[src/ddr_cmd_defs.vh]
// Constants for the command decoder and power-state tracker
`ifndef DDR_CMD_DEFS_VH
`define DDR_CMD_DEFS_VH
// Command codes {rowStrobe, colStrobe, writeEn} with chip select low
`define CMD_MODESET   3'h0
`define CMD_REFRESH   3'h1
`define CMD_PRECHARGE 3'h2
`define CMD_ACTIVATE  3'h3
`define CMD_WRITE     3'h4
`define CMD_READ      3'h5
`define CMD_CALIB     3'h6
`define CMD_NOP       3'h7
// Address bit positions
`define ADDR_AP_BIT   10
`define ADDR_BC_BIT   12
// Burst mode field codes
`define BL_FIXED8     2'h0
`define BL_OTF        2'h1
`define BL_FIXED4     2'h2
`define BL_RESET      2'h0
// Burst lengths in command-clock edges (data beats / 2)
`define BURST8_EDGES  4'h4
`define BURST4_EDGES  4'h2
// Fixed busy times in command-clock edges
`define PRE_EDGES     8'h04
`define REF_EDGES     8'h20
`define CAL_EDGES     8'h40
`define MRS_EDGES     8'h04
`define EXIT_EDGES    8'h08
`define WR_AFTER_SR   10'h200
`endif

[src/sdram_cmd_power_state_decode.v]
// Command decoder and clock-enable power-state tracker of a DDR3 device
`timescale 1ns/10ps
`default_nettype none
`include "ddr_cmd_defs.vh"
module sdram_cmd_power_state_decode #(
    parameter BANKS   = 8,
    parameter BA_W    = 3,
    parameter ADDR_W  = 13,
    parameter DM_W    = 2
) (
    // System
    input  wire              clk,
    input  wire              rst_b,
    // Command pins from the controller
    input  wire              cmdClk,
    input  wire              chipSel_b,
    input  wire              rowStrobe_b,
    input  wire              colStrobe_b,
    input  wire              writeEn_b,
    input  wire              clkEn,
    input  wire [BA_W-1:0]   bankAddr,
    input  wire [ADDR_W-1:0] addr,
    input  wire [DM_W-1:0]   dataMask,
    input  wire              odtIn,
    // Decoded status
    output reg  [7:0]        powerState_ff,
    output reg  [BANKS-1:0]  bankOpen_ff,
    output reg               idle_ff,
    output reg  [DM_W-1:0]   writeLaneEn_ff,
    output reg               writeStrobe_ff,
    output reg  [BA_W-1:0]   cmdBank_ff,
    output reg  [2:0]        modeRegSel_ff,
    output reg               modeRegWrite_ff,
    output reg               refreshPulse_ff,
    output reg               termActive_ff,
    output reg               writeAllowed_ff
);
    localparam ST_IDLE = 8'h01;
    localparam ST_ACT  = 8'h02;
    localparam ST_RD   = 8'h04;
    localparam ST_WR   = 8'h08;
    localparam ST_PRE  = 8'h10;
    localparam ST_REF  = 8'h20;
    localparam ST_PD   = 8'h40;
    localparam ST_SR   = 8'h80;

    // Two-flop synchronisers for every pin
    localparam SW = 6 + BA_W + ADDR_W + DM_W;
    reg  [SW-1:0] sync1_ff;
    reg  [SW-1:0] sync2_ff;
    wire [SW-1:0] pins = {cmdClk, chipSel_b, rowStrobe_b, colStrobe_b, writeEn_b,
                          odtIn, bankAddr, addr, dataMask};
    reg           clkEnS1_ff;
    reg           clkEnS2_ff;
    always @(posedge clk or negedge rst_b) begin
        if (!rst_b) begin
            sync1_ff   <= {SW{1'b1}};
            sync2_ff   <= {SW{1'b1}};
            clkEnS1_ff <= 1'b0;
            clkEnS2_ff <= 1'b0;
        end else begin
            sync1_ff   <= pins;
            sync2_ff   <= sync1_ff;
            clkEnS1_ff <= clkEn;
            clkEnS2_ff <= clkEnS1_ff;
        end
    end
    wire              sClk  = sync2_ff[SW-1];
    wire              sCs   = sync2_ff[SW-2];
    wire [2:0]        sCmd  = sync2_ff[SW-3:SW-5];
    wire              sOdt  = sync2_ff[SW-6];
    wire [BA_W-1:0]   sBa   = sync2_ff[BA_W+ADDR_W+DM_W-1:ADDR_W+DM_W];
    wire [ADDR_W-1:0] sAddr = sync2_ff[ADDR_W+DM_W-1:DM_W];
    wire [DM_W-1:0]   sDm   = sync2_ff[DM_W-1:0];

    reg cmdClkPrev_ff;
    reg clkEnPrev_ff;
    wire edgeN = sClk & ~cmdClkPrev_ff;

    // Command code, deselect folds into no-operation
    function [2:0] decodeCmd;
        input       cs;
        input [2:0] c;
        decodeCmd = cs ? `CMD_NOP : c;
    endfunction
    wire [2:0] cmd = decodeCmd(sCs, sCmd);

    reg  [1:0] blMode_ff;
    reg  [3:0] burstCnt_ff;
    reg  [7:0] busyCnt_ff;
    reg  [9:0] srExitCnt_ff;
    reg        autoPre_ff;
    reg  [BA_W-1:0] burstBank_ff;
    wire burstBusy = (burstCnt_ff != 4'h0);
    wire anyOpen   = |bankOpen_ff;
    wire [3:0] burstLen = (blMode_ff == `BL_FIXED4) ? `BURST4_EDGES :
                          (blMode_ff == `BL_OTF && !sAddr[`ADDR_BC_BIT]) ? `BURST4_EDGES :
                          `BURST8_EDGES;
    wire idleNow = !anyOpen && !burstBusy && (busyCnt_ff == 8'h00) && clkEnPrev_ff;
    wire ceFall  = clkEnPrev_ff & ~clkEnS2_ff;
    wire ceRise  = ~clkEnPrev_ff & clkEnS2_ff;

    reg [7:0] nxt_state;
    always @* begin
        nxt_state = powerState_ff;
        case (powerState_ff)
            ST_PD:   if (ceRise) nxt_state = anyOpen ? ST_ACT : ST_IDLE;
            ST_SR:   nxt_state = ST_SR;                            // Exit handled in the clocked block, without a command edge
            ST_IDLE: if (ceFall)
                         nxt_state = (cmd == `CMD_REFRESH && idleNow) ? ST_SR :
                                     ST_PD;
                     else if (cmd == `CMD_ACTIVATE) nxt_state = ST_ACT;
                     else if (cmd == `CMD_REFRESH && idleNow) nxt_state = ST_REF;
            ST_REF, ST_PRE, ST_RD, ST_WR, ST_ACT:
                     if (ceFall) nxt_state = ST_PD;
                     else if (burstBusy) nxt_state = powerState_ff;
                     else if (cmd == `CMD_READ && anyOpen) nxt_state = ST_RD;
                     else if (cmd == `CMD_WRITE && anyOpen) nxt_state = ST_WR;
                     else if (cmd == `CMD_PRECHARGE) nxt_state = ST_PRE;
                     else if (busyCnt_ff != 8'h00) nxt_state = powerState_ff;
                     else nxt_state = anyOpen ? ST_ACT : ST_IDLE;
            default: nxt_state = ST_IDLE;
        endcase
    end

    always @(posedge clk or negedge rst_b) begin
        if (!rst_b) begin
            cmdClkPrev_ff   <= 1'b1;
            clkEnPrev_ff    <= 1'b0;
            powerState_ff   <= ST_PD;
            bankOpen_ff     <= {BANKS{1'b0}};
            idle_ff         <= 1'b0;
            writeLaneEn_ff  <= {DM_W{1'b0}};
            writeStrobe_ff  <= 1'b0;
            cmdBank_ff      <= {BA_W{1'b0}};
            modeRegSel_ff   <= 3'h0;
            modeRegWrite_ff <= 1'b0;
            refreshPulse_ff <= 1'b0;
            termActive_ff   <= 1'b0;
            writeAllowed_ff <= 1'b1;
            blMode_ff       <= `BL_RESET;
            burstCnt_ff     <= 4'h0;
            busyCnt_ff      <= 8'h00;
            srExitCnt_ff    <= 10'h000;
            autoPre_ff      <= 1'b0;
            burstBank_ff    <= {BA_W{1'b0}};
        end else begin
            cmdClkPrev_ff   <= sClk;
            modeRegWrite_ff <= 1'b0;
            refreshPulse_ff <= 1'b0;
            writeStrobe_ff  <= 1'b0;
            termActive_ff   <= sOdt && (powerState_ff != ST_SR);
            if (powerState_ff == ST_SR && clkEnS2_ff) begin
                // Exit taken on the clock-enable level, no command edge needed
                powerState_ff   <= ST_IDLE;
                clkEnPrev_ff    <= 1'b1;
                busyCnt_ff      <= `EXIT_EDGES;
                srExitCnt_ff    <= `WR_AFTER_SR;
                writeAllowed_ff <= 1'b0;
                idle_ff         <= 1'b0;
            end else if (edgeN) begin
                clkEnPrev_ff  <= clkEnS2_ff;
                powerState_ff <= nxt_state;
                idle_ff       <= idleNow && clkEnS2_ff && (cmd == `CMD_NOP);
                if (busyCnt_ff != 8'h00 && powerState_ff != ST_PD)
                    busyCnt_ff <= busyCnt_ff - 8'h01;
                if (srExitCnt_ff != 10'h000)
                    srExitCnt_ff <= srExitCnt_ff - 10'h001;
                writeAllowed_ff <= (srExitCnt_ff <= 10'h001);
                if (burstBusy) begin
                    burstCnt_ff <= burstCnt_ff - 4'h1;
                    if (burstCnt_ff == 4'h1 && autoPre_ff)
                        bankOpen_ff[burstBank_ff] <= 1'b0;
                end
                if (powerState_ff == ST_WR && burstBusy) begin
                    writeStrobe_ff <= 1'b1;
                    writeLaneEn_ff <= ~sDm;
                end
                // Commands ignored in power-down and on clock-enable edges
                if (clkEnPrev_ff && clkEnS2_ff && powerState_ff != ST_PD) begin
                    case (cmd)
                        `CMD_MODESET: if (idleNow) begin
                            modeRegSel_ff   <= sBa[2:0];
                            modeRegWrite_ff <= 1'b1;
                            if (sBa == {BA_W{1'b0}})
                                blMode_ff <= sAddr[1:0];
                            busyCnt_ff <= `MRS_EDGES;
                        end
                        `CMD_REFRESH: if (idleNow) begin
                            refreshPulse_ff <= 1'b1;
                            busyCnt_ff      <= `REF_EDGES;
                        end
                        `CMD_PRECHARGE: begin
                            if (sAddr[`ADDR_AP_BIT])
                                bankOpen_ff <= {BANKS{1'b0}};
                            else
                                bankOpen_ff[sBa] <= 1'b0;
                            busyCnt_ff <= `PRE_EDGES;
                        end
                        `CMD_ACTIVATE: begin
                            bankOpen_ff[sBa] <= 1'b1;
                            cmdBank_ff       <= sBa;
                        end
                        `CMD_READ, `CMD_WRITE: if (!burstBusy && bankOpen_ff[sBa]) begin
                            burstCnt_ff  <= burstLen;
                            autoPre_ff   <= sAddr[`ADDR_AP_BIT];
                            burstBank_ff <= sBa;
                            cmdBank_ff   <= sBa;
                        end
                        `CMD_CALIB: if (idleNow) busyCnt_ff <= `CAL_EDGES;
                        default: ;
                    endcase
                end
            end
        end
    end
    // Busy counter deliberately never runs in power-down
endmodule // sdram_cmd_power_state_decode
`default_nettype wire

[config.mk]
export PLATFORM = sky130hd
export DESIGN_NAME = sdram_cmd_power_state_decode
export DESIGN_NICKNAME = d
export VERILOG_FILES = /design/src/sdram_cmd_power_state_decode.v
export VERILOG_INCLUDE_DIRS = /design/src
export SDC_FILE = /design/constraint.sdc
export NUM_CORES = 1
export LEC_CHECK = 0
export BUFFER_PORTS_ARGS = -buffer_cell sky130_fd_sc_hd__clkbuf_2
export CORE_ASPECT_RATIO = 0.9
export CORE_MARGIN = 5
export CORE_UTILIZATION = 40
export CTS_BUF_LIST = sky130_fd_sc_hd__clkbuf_2
export DETAILED_ROUTE_END_ITERATION = 12
export PLACE_DENSITY = 0.68
export SETUP_SLACK_MARGIN = 0.1
export SYNTH_ARGS = -nofsm -noshare
export SYNTH_HDL_FRONTEND = slang
export SYNTH_SLANG_ARGS = --single-unit
[constraint.sdc]
create_clock -name clk -period 8 [get_ports clk]
set_input_delay 1.2 -clock clk [delete_from_list [all_inputs] [get_ports clk]]
set_output_delay 1.2 -clock clk [all_outputs]
set_load 0.01 [all_outputs]
==> impl_metrics.py <==
metrics = {
    "status": {
        "status": "finished clean",
    },
    "clock_network": {
        "numCtsBuffers": 9,
        "clkLatencyLatePin_ns": 0.59,
        "cts.sink_count": 92,
        "cts-resized-gates": 0,
        "cts_tree": "done",
        "clockRootBuffer": "clkbuf_2",
        "htree_levels": 3,
        "clkTransAtPathRegs_ns": 0.25,
        "cts_buffer_depth": 2,
        "ctsHoldBuffers": 0,
        "cts_setup_buffers": 0,
    },
    "layout": {
        "drive_gt1_share_pct": 25.6,
        "fillers": 1041,
        "postLayoutCoreUtil_pct": 45.1,
        "regArea_um2": 2340,
        "synthToLayoutAreaGrowth_pct": 10.2,
        "multi_input_area_um2": 1940,
        "fin_nets": 496,
        "post-route-cell-area_um2": 4890,
        "final_cells": 622,
    },
    "logic_synthesis": {
        "ys_warn_count": 0,
        "synth_nets": 457,
        "yosysTopAreaCellShare_pct": 33.2,
        "synthTopCellsByCount": "dfrtp_1 (59), nor2_1 (34), dfstp_2 (33), nand2_1 (33), a21oi_1 (24)",
        "syn_avg_cell_area_um2": 10.5,
        "syn_area_um2": 4440,
        "post-synth-top-count-cell": "dfrtp_1",
        "synth-edff-count": 0,
        "synth_seq_area_share_pct": 52.8,
        "synth_cells": 425,
        "yosys_most_used_dff": "dfrtp_1",
        "synth_seq_cells": 92,
        "async_flop_share_pct": 100,
        "synth_top_area_cell": "dfrtp_1",
        "synth.distinct_cells": 55,
        "synth_area_leaders": "dfrtp_1 (33%), dfstp_2 (20%), nor2_1 (2.9%), nand2_1 (2.8%), mux2_2 (2.8%)",
    },
    "die": {
        "die_area_um2": 13300,
        "placement_rows": 36,
        "die_h_um": 110,
        "core_area_um2": 10900,
        "pin_count": 57,
        "start_util_pct": 40.9,
        "dieWidth_um": 121,
    },
    "critical_path": {
        "end_kind": "register",
        "crit_type": "register to register",
        "worstPathRequired_ns": 8.51,
        "crit_fanout": 8,
        "r2r_cells": 8,
        "cp.arrival_ns": 3.75,
        "critPathLaunchType": "register",
    },
    "routing": {
        "drtPass1Iterations": 4,
        "wire_per_inst_um": 15.4,
        "vias": 3350,
        "ant_nets": 0,
        "drcViolationCount": 0,
        "totalWireLength_um": 9560,
        "drtIter0Drc": 172,
        "via_per_inst": 5.39,
    },
    "timing": {
        "maxSlewViolCount": 0,
        "timing.fmax_mhz": 308,
        "whs_ns": 0.373,
        "setup_viol": 0,
        "setup_tns_ns": 0,
        "tightestPinTransition_ns": 0.897,
        "finalClockSkew_ns": 0.0310,
        "fin_crit_ns": 3.24,
        "postLayoutSetupSlackWorst_ns": 4.76,
        "hold_violations": 0,
        "fin_crit_sh_pct": 40.5,
        "slew_headroom_pct": 40.0,
        "grt_setup_unrepaired": "no",
    },
    "global_routing": {
        "grtUsageMet1_pct": 21.5,
        "grt_pass1_wl_um": 16900,
        "met3_usage_pct": 4.74,
        "grt_antenna_before_repair": 0,
        "grt_max_degree": 76,
        "grt.overflow.total": 0,
        "use_met2_pct": 24.6,
        "first_global_vias": 3438,
        "top_usage_layer": "met2",
        "track_usage_pct": 16.0,
    },
    "placed_design": {
        "place_area_um2": 4800,
        "pre_cts_ws_ns": 4.80,
        "port_buffers": 47,
        "placed_cells": 605,
        "routabilityCongestion": 0.919,
        "dpl.hpwl_um": 6770,
    },
    "power": {
        "power_mw": 1.09,
        "powerDensity_nw_per_um2": 224,
        "p_leak_nw": 2.10,
        "vdd_ir_drop_max_v": 0.000128,
    },
    "hold_path": {
        "hp-class": "register to register",
        "hold_depth": 0,
    },
    "job": {
        "maxCapViolCount": 0,
    },
}
registers in the layout, summed over array words and instances, names as in the netlist, 2 cells and up:
register	count
bankOpen_ff	8
blMode_ff	2
burstBank_ff	3
burstCnt_ff	4
busyCnt_ff	8
cmdBank_ff	3
modeRegSel_ff	3
powerState_ff	8
srExitCnt_ff	10
sync1_ff	15
sync2_ff	15
writeLaneEn_ff	2
where the power goes:
part / internal, mW / leakage, nW / switching [mW]
Combinational: 0.121 / 0.915 / 0.160
Sequential: 0.537 / 1.12 / 0.0710
Clock: 0.0423 / 0.0605 / 0.164
layout make-up:
cell class	count	share of cell area [%]
clock inverters	7	0.971
flip-flops and latches	92	47.9
well taps	152	3.89
inverters	21	1.61
multi-input cells	292	39.7
repair buffers	48	5.01
diodes	1	0.0511
clock buffers	9	0.920
cell usage in the layout (no fill, tap or decap), types with 11 or more instances in the layout:
cell	Yosys	routed
nor3_1	14	14
nor2_1	34	34
clkbuf_2	0	55
dfstp_2	33	33
inv_1	21	21
mux2_2	11	11
dfrtp_1	59	59
a21oi_1	24	24
nand2_1	33	33
routing by layer:
layer / part of all wire, % / vias up
met5: 0 / -
met3: 5.6 / 14
met4: 1.9 / 0
met1: 47 / 1625
li1: - / 1618
met2: 46 / 93
path summary, 6_finish.rpt:
path,startpoint,end,slack (ns)
worst max-delay path,burstCnt_ff[0]$_DFFE_PN0P_,powerState_ff[7]$_DFFE_PN0P_,4.76
worst min-delay path,sync1_ff[20]$_DFF_PN1_,sync2_ff[20]$_DFF_PN1_,0.37
worst max register to register,burstCnt_ff[0]$_DFFE_PN0P_,powerState_ff[7]$_DFFE_PN0P_,4.76
worst min register to register,sync1_ff[20]$_DFF_PN1_,sync2_ff[20]$_DFF_PN1_,0.37
max in group asynchronous,rst_b,clkEnPrev_ff$_DFFE_PN0P_,6.40
min in group asynchronous,rst_b,writeLaneEn_ff[1]$_DFFE_PN0P_,0.44
kinds of logic after synthesis:
logic type / count (synthesis) / synth area share (%)
multiplexers: 28 / 7.35
buffers and inverters: 41 / 3.52
XOR/XNOR: 12 / 2.37
adder cells (fa/ha/maj): 5 / 1.41
AND/OR/NAND/NOR: 167 / 20.4
flip-flops: 92 / 52.8
AO/OA/AOI/OAI: 80 / 12.2
worst max-delay path, cell delays in order (launching register included):
cell and delay (ns):
dfrtp_1 0.48, inv_1 0.09, ha_1 0.28, nor3b_1 0.69, nand2_1 0.23, nor3_2 0.39
a31oi_1 0.20, a211oi_4 0.43, mux2_1 0.38
(Power assumes the default switching activity.)
